## src/pkg/dcr_regs.vh

```
// Purpose: register offsets, field positions and reset values of the channel register block
// Assumes: byte addresses on an 8-bit APB address, one 32-bit word per register
// Notes:   included by every design file of the block
`ifndef DCR_REGS_VH
`define DCR_REGS_VH

`define DCR_ADDR_W          8
`define DCR_OFS_CH1_COUNT   8'h0c
`define DCR_OFS_CH1_PBASE   8'h10
`define DCR_OFS_CH1_MBASE   8'h14
`define DCR_OFS_CH2_CTRL    8'h1c
`define DCR_OFS_CH1_MODE    8'h40
`define DCR_OFS_CH1_STATUS  8'h44
`define DCR_OFS_CH1_PPTR    8'h48
`define DCR_OFS_CH1_MPTR    8'h4c

`define DCR_RST_COUNT       16'h0000
`define DCR_RST_ADDR        32'h00000000
`define DCR_RST_CTRL        15'h0000
`define DCR_CTRL_W          15

`define DCR_BIT_ENABLE      0
`define DCR_BIT_DONE_IRQ    1
`define DCR_BIT_HALF_IRQ    2
`define DCR_BIT_ERR_IRQ     3
`define DCR_BIT_DIR         4
`define DCR_BIT_WRAP        5
`define DCR_BIT_PSTEP       6
`define DCR_BIT_MSTEP       7
`define DCR_FLD_PWIDTH_LO   8
`define DCR_FLD_PWIDTH_HI   9
`define DCR_FLD_MWIDTH_LO   10
`define DCR_FLD_MWIDTH_HI   11
`define DCR_FLD_PRIO_LO     12
`define DCR_FLD_PRIO_HI     13
`define DCR_BIT_M2M         14

`define DCR_WIDTH_8         2'b00
`define DCR_WIDTH_16        2'b01
`define DCR_WIDTH_32        2'b10

`endif

```

## src/dcr_addr_gen.v

```verilog
// Purpose: current transfer address of one side of channel 1
// Assumes: advance is a single-cycle pulse on pclk
// Notes:   pointer is stored already aligned, so its output is a flip-flop
`timescale 1ns/100ps
`include "dcr_regs.vh"

module dcr_addr_gen (
  input  wire        pclk,
  input  wire        presetn,
  input  wire [31:0] base,
  input  wire [1:0]  width,
  input  wire        step_on,
  input  wire        track,
  input  wire        restart,
  input  wire        advance,
  output wire [31:0] addr
);

  reg [31:0] ptr_q;

  // drop low bits that the element width ignores
  function [31:0] align_addr;
    input [31:0] a;
    input [1:0]  w;
    begin
      case (w)
        `DCR_WIDTH_16: align_addr = {a[31:1], 1'b0};
        `DCR_WIDTH_32: align_addr = {a[31:2], 2'b00};
        default:       align_addr = a;
      endcase
    end
  endfunction

  // bytes per element
  function [31:0] elem_bytes;
    input [1:0] w;
    begin
      case (w)
        `DCR_WIDTH_16: elem_bytes = 32'h00000002;
        `DCR_WIDTH_32: elem_bytes = 32'h00000004;
        default:       elem_bytes = 32'h00000001;
      endcase
    end
  endfunction

  always @(posedge pclk or negedge presetn) begin
    if (!presetn) begin
      ptr_q <= `DCR_RST_ADDR;
    end else if (track || restart) begin
      ptr_q <= align_addr(base, width);      // see
    end else if (advance && step_on) begin
      ptr_q <= align_addr(ptr_q + elem_bytes(width), width); // see see
    end
  end

  assign addr = ptr_q;

endmodule

```

## src/dcr_top.v

```verilog
// Purpose: channel register block, APB slave with channel 1 count and addresses, channel 2 control
// Assumes: ch1_xfer_done comes from the datapath on pclk, one pulse per completed item
// Notes:   zero-wait APB, one access cycle per transfer
//
// Functional notes
// remaining count is 16 bits, 0 to 65535, resets to zero
// count writes take effect only while channel is disabled
// while enabled, count is read-only and shows items left
// count decrements by one after each completed transfer
// at zero count stays zero, or reloads programmed value in wraparound mode
// zero count means no transfer served, whatever the enable
// 32-bit peripheral base register, read-write, resets to zero
// peripheral address ignores bit 0 at 16-bit, bits 1:0 at 32-bit
// 32-bit memory base register, read-write, resets to zero
// memory address ignores bit 0 at 16-bit, bits 1:0 at 32-bit
// control bit 14 turns on memory-to-memory copy, resets to zero
// control bits 13:12 set priority low, medium, high, very high
// control bits 11:10 select memory element width 8, 16, 32
// control bits 9:8 select peripheral element width 8, 16, 32
// control bit 7 advances memory address after each transfer
// control bit 6 advances peripheral address after each transfer
// control bit 5 turns on wraparound mode, resets to zero
// control bit 4 picks source: 0 peripheral, 1 memory
// control bit 3 lets the error event raise an interrupt
// control bit 2 lets the halfway event raise an interrupt
// control bit 1 lets the done event raise an interrupt
// control bit 0 enables the channel, resets to zero
// address step equals element width of that side: 1, 2 or 4
// software programs everything before enabling and avoids reserved widths
`timescale 1ns/100ps
`include "dcr_regs.vh"

module dcr_top (
  input  wire        pclk,
  input  wire        presetn,
  input  wire        psel,
  input  wire        penable,
  input  wire        pwrite,
  input  wire [7:0]  paddr,
  input  wire [31:0] pwdata,
  output wire [31:0] prdata,
  output wire        pready,
  output wire        pslverr,
  input  wire        ch1_xfer_done,
  output wire        ch1_serve,
  output wire [15:0] ch1_remaining_count,
  output wire [31:0] ch1_periph_addr,
  output wire [31:0] ch1_memory_addr,
  output wire        ch1_dir,
  output wire        ch1_wrapped,
  output wire        ch2_enable,
  output wire        ch2_copy_between_memories,
  output wire [1:0]  ch2_channel_priority,
  output wire [1:0]  ch2_memory_elem_width,
  output wire [1:0]  ch2_periph_elem_width,
  output wire        ch2_memory_addr_step,
  output wire        ch2_periph_addr_step,
  output wire        ch2_wraparound_mode,
  output wire        ch2_dir,
  output wire        ch2_error_irq_on,
  output wire        ch2_halfway_irq_on,
  output wire        ch2_done_irq_on
);

  // bus state
  reg  [31:0] prdata_q;
  reg         pready_q;
  reg         pslverr_q;

  // channel 1 state
  reg  [15:0] count_q;
  reg  [15:0] count_d;
  reg  [15:0] reload_q;
  reg  [31:0] pbase_q;
  reg  [31:0] mbase_q;
  reg  [`DCR_CTRL_W-1:0] ch1_mode_q;
  reg         serve_q;
  reg         wrapped_q;
  reg         wrap_d;

  // channel 2 control word
  reg  [`DCR_CTRL_W-1:0] ch2_ctrl_q;

  wire [31:0] pptr;
  wire [31:0] mptr;

  reg  [31:0] rdata_d;
  reg         hit_d;

  wire        setup_ph;
  wire        wr_en;
  wire        ch1_en;
  wire        ch1_en_d;
  wire        step_ev;

  // true when the address is a mapped register
  function is_mapped;
    input [7:0] a;
    begin
      case (a)
        `DCR_OFS_CH1_COUNT,
        `DCR_OFS_CH1_PBASE,
        `DCR_OFS_CH1_MBASE,
        `DCR_OFS_CH2_CTRL,
        `DCR_OFS_CH1_MODE,
        `DCR_OFS_CH1_STATUS,
        `DCR_OFS_CH1_PPTR,
        `DCR_OFS_CH1_MPTR: is_mapped = 1'b1;
        default:           is_mapped = 1'b0;
      endcase
    end
  endfunction

  // write strobe for one register in the access cycle
  function wr_hit;
    input       we;
    input [7:0] a;
    input [7:0] ofs;
    begin
      wr_hit = we && (a == ofs);
    end
  endfunction

  assign setup_ph = psel && !penable;
  assign wr_en    = psel && penable && pwrite && pready_q;
  assign ch1_en   = ch1_mode_q[`DCR_BIT_ENABLE];

  // enable after this edge, used so serve tracks the enable without lag
  assign ch1_en_d = wr_hit(wr_en, paddr, `DCR_OFS_CH1_MODE) ?
                    pwdata[`DCR_BIT_ENABLE] : ch1_en;

  // a completed item only counts while the channel is being served
  assign step_ev  = ch1_xfer_done && serve_q;

  // read mux, sampled in the setup cycle
  always @* begin
    rdata_d = 32'h00000000;
    hit_d   = is_mapped(paddr);
    case (paddr)
      `DCR_OFS_CH1_COUNT:  rdata_d = {16'h0000, count_q};
      `DCR_OFS_CH1_PBASE:  rdata_d = pbase_q;
      `DCR_OFS_CH1_MBASE:  rdata_d = mbase_q;
      `DCR_OFS_CH2_CTRL:   rdata_d = {17'h00000, ch2_ctrl_q};
      `DCR_OFS_CH1_MODE:   rdata_d = {17'h00000, ch1_mode_q};
      `DCR_OFS_CH1_STATUS: rdata_d = {30'h00000000, wrapped_q, serve_q};
      `DCR_OFS_CH1_PPTR:   rdata_d = pptr;
      `DCR_OFS_CH1_MPTR:   rdata_d = mptr;
      default:             rdata_d = 32'h00000000;
    endcase
  end

  // apb answer: ready in the first access cycle
  always @(posedge pclk or negedge presetn) begin
    if (!presetn) begin
      prdata_q  <= 32'h00000000;
      pready_q  <= 1'b0;
      pslverr_q <= 1'b0;
    end else begin
      pready_q  <= setup_ph;
      pslverr_q <= setup_ph && !hit_d;
      if (setup_ph && !pwrite) begin
        prdata_q <= rdata_d;
      end
    end
  end

  // next remaining count
  always @* begin
    count_d = count_q;
    wrap_d  = 1'b0;
    if (wr_hit(wr_en, paddr, `DCR_OFS_CH1_COUNT) && !ch1_en) begin
      count_d = pwdata[15:0];                            // see
    end else if (step_ev) begin
      if (count_q == 16'h0001) begin
        if (ch1_mode_q[`DCR_BIT_WRAP]) begin
          count_d = reload_q;
          wrap_d  = 1'b1;
        end else begin
          count_d = 16'h0000;
        end
      end else begin
        count_d = count_q - 16'h0001;
      end
    end
  end

  // channel 1 registers
  always @(posedge pclk or negedge presetn) begin
    if (!presetn) begin
      count_q    <= `DCR_RST_COUNT;
      reload_q   <= `DCR_RST_COUNT;
      pbase_q    <= `DCR_RST_ADDR;
      mbase_q    <= `DCR_RST_ADDR;
      ch1_mode_q <= `DCR_RST_CTRL;
      serve_q    <= 1'b0;
      wrapped_q  <= 1'b0;
    end else begin
      count_q   <= count_d;
      wrapped_q <= wrap_d;
      serve_q   <= ch1_en_d && (count_d != 16'h0000);
      if (wr_hit(wr_en, paddr, `DCR_OFS_CH1_COUNT) && !ch1_en) begin
        reload_q <= pwdata[15:0];                        // see
      end
      if (wr_hit(wr_en, paddr, `DCR_OFS_CH1_PBASE)) begin
        pbase_q <= pwdata;
      end
      if (wr_hit(wr_en, paddr, `DCR_OFS_CH1_MBASE)) begin
        mbase_q <= pwdata;
      end
      if (wr_hit(wr_en, paddr, `DCR_OFS_CH1_MODE)) begin
        ch1_mode_q <= pwdata[`DCR_CTRL_W-1:0];
      end
    end
  end

  // channel 2 control word
  always @(posedge pclk or negedge presetn) begin
    if (!presetn) begin
      ch2_ctrl_q <= `DCR_RST_CTRL;                       // see see
    end else if (wr_hit(wr_en, paddr, `DCR_OFS_CH2_CTRL)) begin
      ch2_ctrl_q <= pwdata[`DCR_CTRL_W-1:0];             // see see
    end
  end

  // peripheral side pointer
  dcr_addr_gen u_pptr (
    .pclk    (pclk),
    .presetn (presetn),
    .base    (pbase_q),
    .width   (ch1_mode_q[`DCR_FLD_PWIDTH_HI:`DCR_FLD_PWIDTH_LO]),
    .step_on (ch1_mode_q[`DCR_BIT_PSTEP]),
    .track   (!ch1_en),
    .restart (wrap_d),
    .advance (step_ev),
    .addr    (pptr)
  );

  // memory side pointer
  dcr_addr_gen u_mptr (
    .pclk    (pclk),
    .presetn (presetn),
    .base    (mbase_q),
    .width   (ch1_mode_q[`DCR_FLD_MWIDTH_HI:`DCR_FLD_MWIDTH_LO]),
    .step_on (ch1_mode_q[`DCR_BIT_MSTEP]),
    .track   (!ch1_en),
    .restart (wrap_d),
    .advance (step_ev),
    .addr    (mptr)
  );

  assign prdata              = prdata_q;
  assign pready              = pready_q;
  assign pslverr             = pslverr_q;
  assign ch1_serve           = serve_q;
  assign ch1_remaining_count = count_q;
  assign ch1_periph_addr     = pptr;
  assign ch1_memory_addr     = mptr;
  assign ch1_dir             = ch1_mode_q[`DCR_BIT_DIR];
  assign ch1_wrapped         = wrapped_q;

  // channel 2 fields straight from the control flops
  assign ch2_enable                = ch2_ctrl_q[`DCR_BIT_ENABLE];
  assign ch2_copy_between_memories = ch2_ctrl_q[`DCR_BIT_M2M];
  assign ch2_channel_priority      = ch2_ctrl_q[`DCR_FLD_PRIO_HI:`DCR_FLD_PRIO_LO];
  assign ch2_memory_elem_width     = ch2_ctrl_q[`DCR_FLD_MWIDTH_HI:`DCR_FLD_MWIDTH_LO];
  assign ch2_periph_elem_width     = ch2_ctrl_q[`DCR_FLD_PWIDTH_HI:`DCR_FLD_PWIDTH_LO];
  assign ch2_memory_addr_step      = ch2_ctrl_q[`DCR_BIT_MSTEP];
  assign ch2_periph_addr_step      = ch2_ctrl_q[`DCR_BIT_PSTEP];
  assign ch2_wraparound_mode       = ch2_ctrl_q[`DCR_BIT_WRAP];
  assign ch2_dir                   = ch2_ctrl_q[`DCR_BIT_DIR];
  assign ch2_error_irq_on          = ch2_ctrl_q[`DCR_BIT_ERR_IRQ];
  assign ch2_halfway_irq_on        = ch2_ctrl_q[`DCR_BIT_HALF_IRQ];
  assign ch2_done_irq_on           = ch2_ctrl_q[`DCR_BIT_DONE_IRQ];

endmodule

```

## config.mk

```make
export PLATFORM = sky130hd
export DESIGN_NAME = dcr_top
export DESIGN_NICKNAME = d
export VERILOG_FILES = /design/src/dcr_addr_gen.v /design/src/dcr_top.v
export VERILOG_INCLUDE_DIRS = /design/src /design/src/pkg
export SDC_FILE = /design/constraint.sdc
export NUM_CORES = 1
export LEC_CHECK = 0
export BUFFER_PORTS_ARGS = -buffer_cell sky130_fd_sc_hd__buf_2
export CORE_MARGIN = 1
export CORE_UTILIZATION = 35
export CTS_BUF_LIST = sky130_fd_sc_hd__clkbuf_16
export CTS_CLUSTER_SIZE = 28
export DETAILED_ROUTE_END_ITERATION = 16
export GPL_TIMING_DRIVEN = 0
export HOLD_SLACK_MARGIN = 0.1
export SYNTH_ARGS = -nofsm -noshare
export SYNTH_HDL_FRONTEND = slang
export SYNTH_SLANG_ARGS = --single-unit
```

## constraint.sdc

```tcl
create_clock -name pclk -period 7 [get_ports pclk]
set_input_delay 1.4 -clock pclk [delete_from_list [all_inputs] [get_ports pclk]]
set_output_delay 1.4 -clock pclk [all_outputs]
set_load 0.02 [all_outputs]
```

# Word level (Yosys, flattened, before mapping)
# Index checks and enable logic that the tools add are counted.
[word_totals]
ff_bits = 226
in_bits = 46
output_inout_bits = 132
wordCells = 79
[op_classes]
n_addsub = 3
eq_ne = 13
muxes = 25
reduce_logical = 25
[ops]
columns = ["op", "count"]
rows = [
  ["32-bit two-way mux", 8],
  ["32-bit one-hot mux with 8 select lines", 1],
  ["32-bit adder", 2],
  ["16-bit two-way mux", 4],
  ["8-bit by 7-bit equality test with 1-bit output (second input constant)", 4],
  ["8-bit by 5-bit equality test with 1-bit output (second input constant)", 3],
  ["16-bit by 1-bit equality test with 1-bit output (second input constant)", 1],
  ["1-bit logical AND", 16],
  ["2-bit one-hot mux with 2 select lines", 4],
  ["16-bit nonzero test", 1],
  ["16-bit by 1-bit subtractor with 16-bit output (second input constant)", 1],
  ["3-bit one-hot mux with 2 select lines", 2],
  ["8-bit by 4-bit equality test with 1-bit output (second input constant)", 1],
  ["8-bit OR reduction", 1],
  ["1-bit two-way mux", 6],
  ["2-bit by 1-bit equality test with 1-bit output (second input constant)", 2],
  ["2-bit equality test (second input constant)", 2],
  ["1-bit logical NOT", 4],
  ["2-bit nonzero test", 2],
  ["1-bit logical OR", 1],
]

# Longest topological paths before layout
# Gate-level depths: netlist of the first run.
[logic_depth]
depth_word = 12
depth_mapped = 11
depth_no_buf = 11

# Cells and area by module
# Synthesis of the first run repeated with hierarchy kept, for this count alone.
[hier_totals]
cells_unflattened = 1171
area_unflattened_um2 = 11880.1
[modules_own_cells]
columns = ["module", "instances", "cells_each", "area_per_inst_um2", "seq_area_each_um2"]
rows = [
  ["dcr_top", 1, 729, 7875.1, 4053.9],
  ["dcr_addr_gen at u_mptr", 1, 221, 2019.4, 800.8],
  ["dcr_addr_gen at u_pptr", 1, 221, 1985.7, 800.8],
]

# Worst setup path after synthesis of the first run
# No wires, ideal clock.
[synth_path]
path_type = "input port to flip-flop"
start = "in paddr[5]"
end = "reg serve_q, in the netlist ch1_serve"
setup_time_ps = 124
arrival_time_ps = 3800
t_required_ps = 6876
slack_ps = 3076
cell_stages = 10
path_buffers = 3
cell_sequence = "or4_4 buf_6 or4_4 buf_6 buf_6 mux2i_1 o31ai_1 o2111ai_1 or4_1 o31a_1"
[synth_via]
elab_chain_cells = 6
elab_cells_between_ends = 9
classes_between = "2 x eq/ne; 2 x mux; 5 x reduce/logical"
[synth_rtl]
columns = ["element", "line", "source"]
rows = [
  ["from (decl)", "dcr_top.v:39", "input wire [7:0] paddr,"],
  ["8-bit by 4-bit equality test with 1-bit output", "dcr_top.v:120", "wr_hit = we && (a == ofs);"],
  ["1-bit logical AND", "dcr_top.v:120", ""],
  ["1-bit logical AND", "dcr_top.v:171", "if (wr_hit(wr_en, paddr, `DCR_OFS_CH1_COUNT) && !ch1_en) begin"],
  ["16-bit two-way mux", "dcr_top.v:171", ""],
  ["16-bit nonzero test", "dcr_top.v:200", "serve_q <= ch1_en_d && (count_d != 16'h0000);"],
  ["1-bit logical AND (*)", "dcr_top.v:200", ""],
  ["to (signal assigned)", "dcr_top.v:200", ""],
  ["to (decl)", "dcr_top.v:77", "reg serve_q;"],
]
# Mark *: on every way between the ends. The rest lies on a longest branch, timed or not.
# A chain may end at the register's enable or synchronous reset.

# Worst setup path after layout of the first run
[layout_path]
start = "in paddr[5]"
end = "reg prdata_q[27], in the netlist prdata[27]"
[layout_via]
elab_chain_cells = 2
elab_cells_between_ends = 9
classes_between = "8 x eq/ne; 1 x mux"
[layout_rtl]
columns = ["element", "line", "source"]
rows = [
  ["8-bit by 7-bit equality test with 1-bit output, or another cell as far along", "dcr_top.v:139", "case (paddr)"],
  ["32-bit one-hot mux with 8 select lines (*)", "dcr_top.v:139", ""],
  ["to (signal assigned)", "dcr_top.v:162", "prdata_q <= rdata_d;"],
  ["to (decl)", "dcr_top.v:66", "reg [31:0] prdata_q;"],
]
# Marked as above.

==> metrics, run 1 <==
I/O Buffers approximately 180; post-CTS sizing 0; Layout Skew 0.0117 ns; Crit path arrival time between 4 and 5 ns; Pre-antenna DRT Iters 7; Synth Warn # 0; Die Area 33200 um^2; Fmax around 0.24 GHz; Crit path buffers/inverters 4; share of layout cells above drive strength 1 0.244; core area 31700 um^2; post-synth top area share 0.498; sequential share of the synthesized area 0.498; total congestion overflow 0; GPL Wtd Cong between 0.9 and 1; TritonCTS clock tree yes; Slew Viols, Final 0; Leakage Power between 6 and 7 nW; setup TNS 0 ns; Synth Instances 1126; crit-path max cell delay 0.73 ns; fin worst setup slack 2.84 ns; Yosys top cell by area dfrtp_1; worst-path fanout max 10; FFs w/ async S/R, synth 1.00; Post-Syn Nets 1184; IO Count approximately 180; area grow syn2layout 19.7%; wirelength, routed 40200 um; vias per inst 5.68; number of global-route vias before repair 9839; Worst EP required 7.45 ns; Crit. End Element register; Die Wd 182 um; crit path time final 4.16 ns; Max Cap Viol 0; CP Launch Type input pin; EDFF count, synth 0; type of the worst setup path in2reg; first-pass GRT wire length 60700 um; worst skew pair latency 0.54 ns; clock sinks 226; Hold Violations, Final 0; status finished, final reports clean; delay-heaviest family, CP simple AND/OR/NAND/NOR gates; cts bufs inserted 26; RSZ-0062 raised after global routing false; Slew @ Worst Pin 1.39 ns; P per Cell Area roughly 210 nW/um^2; wire length per cell 23.0 um; initial antenna violation count 0; root buf cell clkbuf_16; chip height approximately 180 um; clock-pin slew on the worst setup and hold paths 0.06 ns; hold crit path type reg2reg; Max-Slew Margin vs Limit 0.0681; Cell Chain, Critical Path buf_2, or4_4, buf_6, or3b_1, clkbuf_1, nor3b_2, clkbuf_1, a222oi_1, a31oi_1; htree depth 1; Cell Rows 65; DRC 0; largest net degree at the start of global routing between 100 and 150; clk buf depth 3; Total GRT Usage 0.241; Antenna Nets Post-Route 0; CP max stage cell nor3b_2; # diodes 0; nets 1388; starting DRC count in detailed routing 908; dominant cells by area after synthesis dfrtp_1 (50%), mux2_2 (9.9%), nand2_1 (5.4%); Setup WS pre-CTS approximately 2.4 ns; Initial Util 0.358; Post-Syn Area 11400 um^2; synthesized area per cell 10.1 um^2; final period utilization 0.594; Max VDD drop 0.000184 V; synth unique cells 66; Vias between 9000 and 10000; final setup fails 0; Setup Buffers After CTS 0; CP most frequent cell clkbuf_1; Yosys reg bits roughly 230; hold_buf cts 0; commonest register cell after synthesis dfrtp_1; HPWL after detailed placement 29500 um
-- cells in the mapped netlist, drive strengths merged, types with 3 or more instances --
cell / number
nor2b: 3
a21oi: 56
nor3: 15
and4: 5
a222oi: 17
nor3b: 6
o31a: 4
and2: 12
a211oi: 8
mux2: 100
a32o: 3
nor2: 88
mux2i: 17
xnor2: 30
dfrtp: 226
a22oi: 16
buf: 14
xor2: 33
clkbuf: 50
o211ai: 7
inv: 15
and3: 19
nand2b: 4
o22ai: 12
or4: 5
nor4: 5
o21ai: 78
nand3: 24
a31oi: 23
o31ai: 5
nand4: 18
a221oi: 4
ha: 10
nand2: 163
-- stage by stage --
| stage | hold WS (ns) | utilization | instances | total power, mW | cell area (um^2) |
|---|---|---|---|---|---|
| 3_5_place_dp | 0.464 | 0.403 | 1704 | 1.61 | 12800 |
| 6_report | 0.474 | 0.429 | 1751 | 2.90 | 13600 |
| 4_1_cts | 0.477 | 0.429 | 1751 | 2.92 | 13600 |
| 2_1_floorplan | 0.438 | - | 1126 | 1.49 | 11400 |
| 3_3_place_gp | 0.455 | 0.402 | 1703 | 1.61 | 12700 |
| 5_1_grt | 0.498 | 0.429 | 1751 | 3.00 | 13600 |
-- layer usage --
layer  vias up  GRT usage  share of wire
met1      4980      0.332           0.43
li1       4480          -              -
met3        63     0.0403          0.072
met2       424      0.387           0.47
met4         0     0.0733          0.026
met5         -          0              0
-- flip-flops by register name (all words and copies together) (netlist names) --
name and cells:
mbase_q 32, ch1_wrapped 1, u_mptr.addr 32, prdata 32, ch1_mode_q 15, ch2_ctrl_q 15
pslverr 1, ch1_remaining_count 16, u_pptr.addr 32, reload_q 16, pbase_q 32, pready 1
ch1_serve 1
-- cells in the final DEF, fill, tap and decap left out, drive strengths merged, types with 6 or more instances in the layout --
master / count
nor2: 88
a21oi: 56
ha: 10
nand4: 18
buf: 190
o21ai: 78
o211ai: 7
a211oi: 8
clkbuf: 77
a22oi: 16
mux2i: 17
nand3: 24
a31oi: 23
and2: 12
dfrtp: 226
a222oi: 17
mux2: 100
nor3b: 6
xor2: 33
xnor2: 30
and3: 19
nor3: 15
clkinv: 13
inv: 20
nand2: 163
o22ai: 12
-- worst paths after layout --
check                                    from              end  slack [ns]  depth (start not counted)
worst max-delay path                 paddr[5]       prdata[27]        2.84                          9
min in group asynchronous             presetn      pbase_q[18]        0.89                          1
worst min register to register    reload_q[0]      reload_q[0]        0.47                          1
max in group asynchronous             presetn   u_pptr.addr[7]        5.04                          2
worst max register to register  ch1_mode_q[8]  u_pptr.addr[30]        2.85                         10
worst min-delay path              reload_q[0]      reload_q[0]        0.47                          1
-- power breakdown --
| part | internal [mW] | total, mW | leakage (nW) | switching, mW |
|---|---|---|---|---|
| logic | 0.0663 | 0.220 | 2.85 | 0.153 |
| registers | 1.34 | 1.37 | 3.09 | 0.0256 |
| clock network | 0.766 | 1.32 | 0.417 | 0.550 |
-- worst register-to-register path, delay by kind of cell (launching register included) --
family	cells	cell delay, ns
buffers and inverters	1	0.06
XOR/XNOR	1	0.16
AO/OA/AOI/OAI	2	0.23
flip-flops	1	0.40
adder cells (fa/ha/maj)	2	0.56
AND/OR/NAND/NOR	4	2.60
-- area by class of cell --
class / count / area, um^2
clock inverters: 20 / 138
well taps: 402 / 503
fillers: 3132 / 18100
repair buffers: 176 / 913
clock buffers: 27 / 676
plain buffers: 64 / 269
flip-flops and latches: 226 / 5660
multi-input cells: 821 / 5390
inverters: 15 / 56.3
-- logic make-up after synthesis --
kind of cell | after synthesis | synth area share
fa+ha+maj | 12 | 0.0145
flops | 226 | 0.498
xor+xnor | 63 | 0.0486
mux | 117 | 0.114
compound gates | 252 | 0.141
simple gates | 377 | 0.155
buf+inv | 79 | 0.0286
(Power assumes the default switching activity.)
==> run 2: changes to the inputs <==
==> constraint.sdc (replaced) <==
create_clock -name pclk -period 4.2 [get_ports pclk]
set_input_delay 0.84 -clock pclk [delete_from_list [all_inputs] [get_ports pclk]]
set_output_delay 0.84 -clock pclk [all_outputs]
set_load 0.02 [all_outputs]
==> metrics, run 2 (synthesis results as in run 1) <==
Setup Buffers After CTS 0; setup TNS 0 ns; total congestion overflow 0; HPWL after detailed placement 29500 um; Max Cap Viol 0; root buf cell clkbuf_16; Crit path buffers/inverters 1; TritonCTS clock tree yes; wirelength, routed between 40000 and 50000 um; hold crit path type in2async; chip height roughly 180 um; vias per inst about 5.7; initial antenna violation count 0; first-pass GRT wire length approximately 61000 um; Layout fillers 3134; DRC 0; largest net degree at the start of global routing 120; Crit path arrival time roughly 4.5 ns; Crit. End Element register; most common cell after layout, fill and taps aside dfrtp_1; Antenna Nets Post-Route 0; htree depth 1; most frequent cells in the layout dfrtp_1 (226), buf_2 (176), nand2_1 (163); clk buf depth 3; Hold Violations, Final 0; Fmax roughly 0.24 GHz; GPL Wtd Cong 0.912; Max-Slew Margin vs Limit 0.0703; Cell Rows 65; Layout Skew 0.0134 ns; P per Cell Area 356 nW/um^2; Die Area 33200 um^2; final setup fails 0; Worst EP required 4.59 ns; share of layout cells above drive strength 1 0.245; Slew @ Worst Pin about 1.4 ns; starting DRC count in detailed routing 970; crit-path max cell delay 1.16 ns; Vias 10000; hold_buf cts 0; Leakage Power 6.35 nW; nets 1388; clock sinks between 200 and 250; Pre-antenna DRT Iters 6; Total GRT Usage 0.241; Max VDD drop between 0.0003 and 0.0004 V; Die Wd 182 um; RSZ-0062 raised after global routing false; wire length per cell ~23 um; Cell Chain, Critical Path inv_1, ha_1, and2_1, fa_1, a21oi_1, nor4_1, nand4_1, nor3_1, xnor2_1, o21ai_0; clock-pin slew on the worst setup and hold paths 0.06 ns; type of the worst setup path reg2reg; CP max stage cell nor4_1; worst skew pair latency ~0.54 ns; cts bufs inserted 26; worst-path fanout max 7; Core Util, Final 0.429; core area 31700 um^2; crit path time final 4.15 ns; # diodes 0; Initial Util 0.358; final period utilization 0.988; CP Launch Type register; area grow syn2layout 19.7%; IO Count 178; I/O Buffers 175; delay-heaviest family, CP simple AND/OR/NAND/NOR gates; status finished, final reports clean; number of global-route vias before repair ~9800; Slew Viols, Final 0
==> run 2: changes by cell type in the layout (fill, tap and decap cells not counted) <==
| cell | previous run | this run |
|---|---|---|
| nor3_1 | 15 | 14 |
| nor3_2 | 0 | 1 |
==> run 2: where the power goes <==
group / internal, mW / switching (mW)
Combinational: 0.111 / 0.256
Sequential: 2.24 / 0.0424
Clock: 1.28 / 0.922
==> run 2: what timing repair did <==
action	CTS	global route
endpoints found under the hold margin	0	0
setup endpoints to repair	0	6
gates resized for setup	0	1
==> run 2: through the flow <==
step / power (mW) / hold slack [ns] / setup WS, ns / instance area [um^2] / instances
final: 4.84 / 0.330 / 0.0514 / 13600 / 1751
after global routing: 4.99 / 0.422 / 0.0215 / 13600 / 1751
after global placement: 2.68 / 0.455 / -1.75 / 12700 / 1703
after detailed placement: 2.69 / 0.464 / 0.135 / 12800 / 1704
after floorplan: 2.49 / 0.438 / 0.836 / 11400 / 1126
after CTS: 4.87 / 0.389 / 0.279 / 13600 / 1751
==> run 2: path summary, 6_finish.rpt <==
path | depth (start not counted) | endpoint | slack (ns) | from
worst max register to register | 10 | u_pptr.addr[30] | 0.05 | ch1_mode_q[8]
max in group asynchronous | 2 | u_pptr.addr[7] | 2.79 | presetn
min in group pclk | 1 | reload_q[0] | 0.47 | reload_q[0]
worst max-delay path | 10 | u_pptr.addr[30] | 0.05 | ch1_mode_q[8]
worst min register to register | 1 | reload_q[0] | 0.47 | reload_q[0]
worst min-delay path | 1 | pbase_q[18] | 0.33 | presetn
==> run 2: routing by layer <==
layer / vias to the layer above / GRT usage / share of wire
met5: - / 0 / 0
met4: 0 / 0.0733 / 0.028
met1: 4986 / 0.332 / 0.43
li1: 4491 / - / -
met2: 458 / 0.387 / 0.47
met3: 65 / 0.0403 / 0.070
==> run 2: layout make-up <==
type / count / area (um^2) / area share
sequential: 226 / 5660 / 0.416
multi-input combinational: 821 / 5390 / 0.396
timing repair buffer: 176 / 913 / 0.0672
clock buffer: 27 / 676 / 0.0497
tap: 402 / 503 / 0.0370
buffer: 64 / 269 / 0.0198
clock inverter: 20 / 138 / 0.0101
inverter: 15 / 56.3 / 0.00414
==> run 3: changes to the inputs <==
--- a/config.mk
+++ b/config.mk
@@ -14,6 +14,8 @@
 export DETAILED_ROUTE_END_ITERATION = 16
 export GPL_TIMING_DRIVEN = 0
 export HOLD_SLACK_MARGIN = 0.1
+export RECOVER_POWER = 100
+export SLEW_MARGIN = 20
 export SYNTH_ARGS = -nofsm -noshare
 export SYNTH_HDL_FRONTEND = slang
 export SYNTH_SLANG_ARGS = --single-unit
==> metrics, run 3 (synthesis results as in run 1) <==
status finished with violations; failing checks capacitance limit, slew limit; HPWL after detailed placement 29700 um; core area around 32000 um^2; CP Launch Type input pin; share of layout cells above drive strength 1 0.141; Crit. Startpoint paddr[4]; type of the worst setup path in2reg; fin worst setup slack 0.186 ns; CP max stage cell nor4_1; most common cell after layout, fill and taps aside dfrtp_1; worst skew pair latency 0.54 ns; total congestion overflow 0; Crit. End Element register; Cell Rows 65; Pre-antenna DRT Iters 7; Max-Slew Margin vs Limit -0.434; Setup Buffers After CTS 0; Slew Viols, Final 93; TritonCTS clock tree yes; Die Area 33200 um^2; DRC 0; crit-path max cell delay 1.25 ns; number of global-route vias before repair 9780; CP most frequent cell clkbuf_1; wire length per cell 23.0 um; final period utilization 0.956; largest net degree at the start of global routing between 80 and 90; GPL Wtd Cong around 0.9; Die Wd between 150 and 200 um; Antenna Nets Post-Route 0; nets 1390; Layout fillers 3266; root buf cell clkbuf_16; hold crit path type reg2reg; Crit path arrival time 4.45 ns; most frequent cells in the layout dfrtp_1 (226), clkbuf_1 (194), nand2_1 (163); initial antenna violation count 0; vias per inst 5.75; Initial Util 0.358; final setup fails 0; Cell Chain, Critical Path buf_2, or4_4, clkbuf_1, nor4_1, clkbuf_1, o221ai_1, or4_1, o31a_1; chip height between 150 and 200 um; P per Cell Area 356 nW/um^2; I/O Buffers between 150 and 200; hold_buf cts 0; reg2reg start ch1_remaining_count[13]; cts bufs inserted 26; Setup WS pre-CTS 0.0889 ns; Max Cap Viol 2; first-pass GRT wire length 60800 um; starting DRC count in detailed routing 973; clock sinks approximately 230; Vias 10100; Worst EP required 4.63 ns; Total GRT Usage 0.241; hold path start reload_q[0]; Leakage Power 5.78 nW; IO Count ~180; WHS 0.469 ns; RSZ-0062 raised after global routing false; area grow syn2layout 17.8%; worst-path fanout max 10; clock-pin slew on the worst setup and hold paths 0.06 ns; Slew @ Worst Pin 2.15 ns; Layout Skew 0.0196 ns; # placed instances 1706; Max VDD drop 0.000273 V; # diodes 0; htree depth 1; Core Util, Final 0.422; final cell count without fillers 1752; post-CTS sizing 0; crit path time final 4.01 ns; clk buf depth 3; wirelength, routed 40400 um; Fmax 0.249 GHz; Hold Violations, Final 0
[run 3: changes by cell type in the layout (fill, tap and decap cells not counted), moves of 2 or more]
cell / previous run / this run
and2_1: 11 / 7
buf_1: 8 / 2
buf_2: 176 / 41
buf_6: 3 / 0
and2_0: 1 / 5
clkbuf_1: 50 / 194
clkinv_2: 4 / 2
[run 3: layout make-up]
cell class,instances,area (um^2),area share
Clock inverter,19,114,0.00851
Tap cell,402,503,0.0376
Multi-Input combinational cell,821,5380,0.402
Clock buffer,27,676,0.0505
Timing Repair Buffer,178,751,0.0561
Sequential cell,226,5660,0.423
Buffer,64,245,0.0183
Inverter,15,56.3,0.00421
[run 3: report_power, final]
group	internal, mW	switching (mW)	leakage (nW)	total [mW]
Combinational	0.0943	0.255	2.29	0.349
Clock	1.22	0.926	0.403	2.14
Sequential	2.24	0.0441	3.09	2.28
[run 3: routing by layer]
| metal | global-route usage | vias to the layer above | share of wire |
|---|---|---|---|
| li1 | - | 4480 | - |
| met3 | 0.0289 | 69 | 0.062 |
| met5 | 0 | - | 0 |
| met1 | 0.338 | 5105 | 0.44 |
| met4 | 0.0716 | 0 | 0.030 |
| met2 | 0.390 | 419 | 0.47 |
[run 3: worst paths after layout]
| check | end | slack (ns) | cells after the start |
|---|---|---|---|
| worst max-delay path | ch1_serve | 0.19 | 8 |
| worst min-delay path | reload_q[0] | 0.47 | 1 |
| worst max register to register | u_pptr.addr[6] | 0.31 | 9 |
| worst min register to register | reload_q[0] | 0.47 | 1 |
| max in group asynchronous | mbase_q[30] | 1.10 | 2 |
| min in group asynchronous | prdata[18] | 0.94 | 1 |
[run 3: metrics by stage]
stage / setup TNS (ns) / power, mW / instance area (um^2)
after floorplan: 0 / 2.49 / 11400
after global placement: -391.04 / 2.68 / 12700
after detailed placement: 0 / 2.69 / 12800
after CTS: 0 / 4.83 / 13600
after global routing: 0 / 4.92 / 13400
final: 0 / 4.77 / 13400
[run 3: critical path: cells and delay by family]
family	cells	cell delay, ns
buffers and inverters	3	0.82
and+or+nand+nor	3	2.30
AOI/OAI and AO/OA	2	0.48
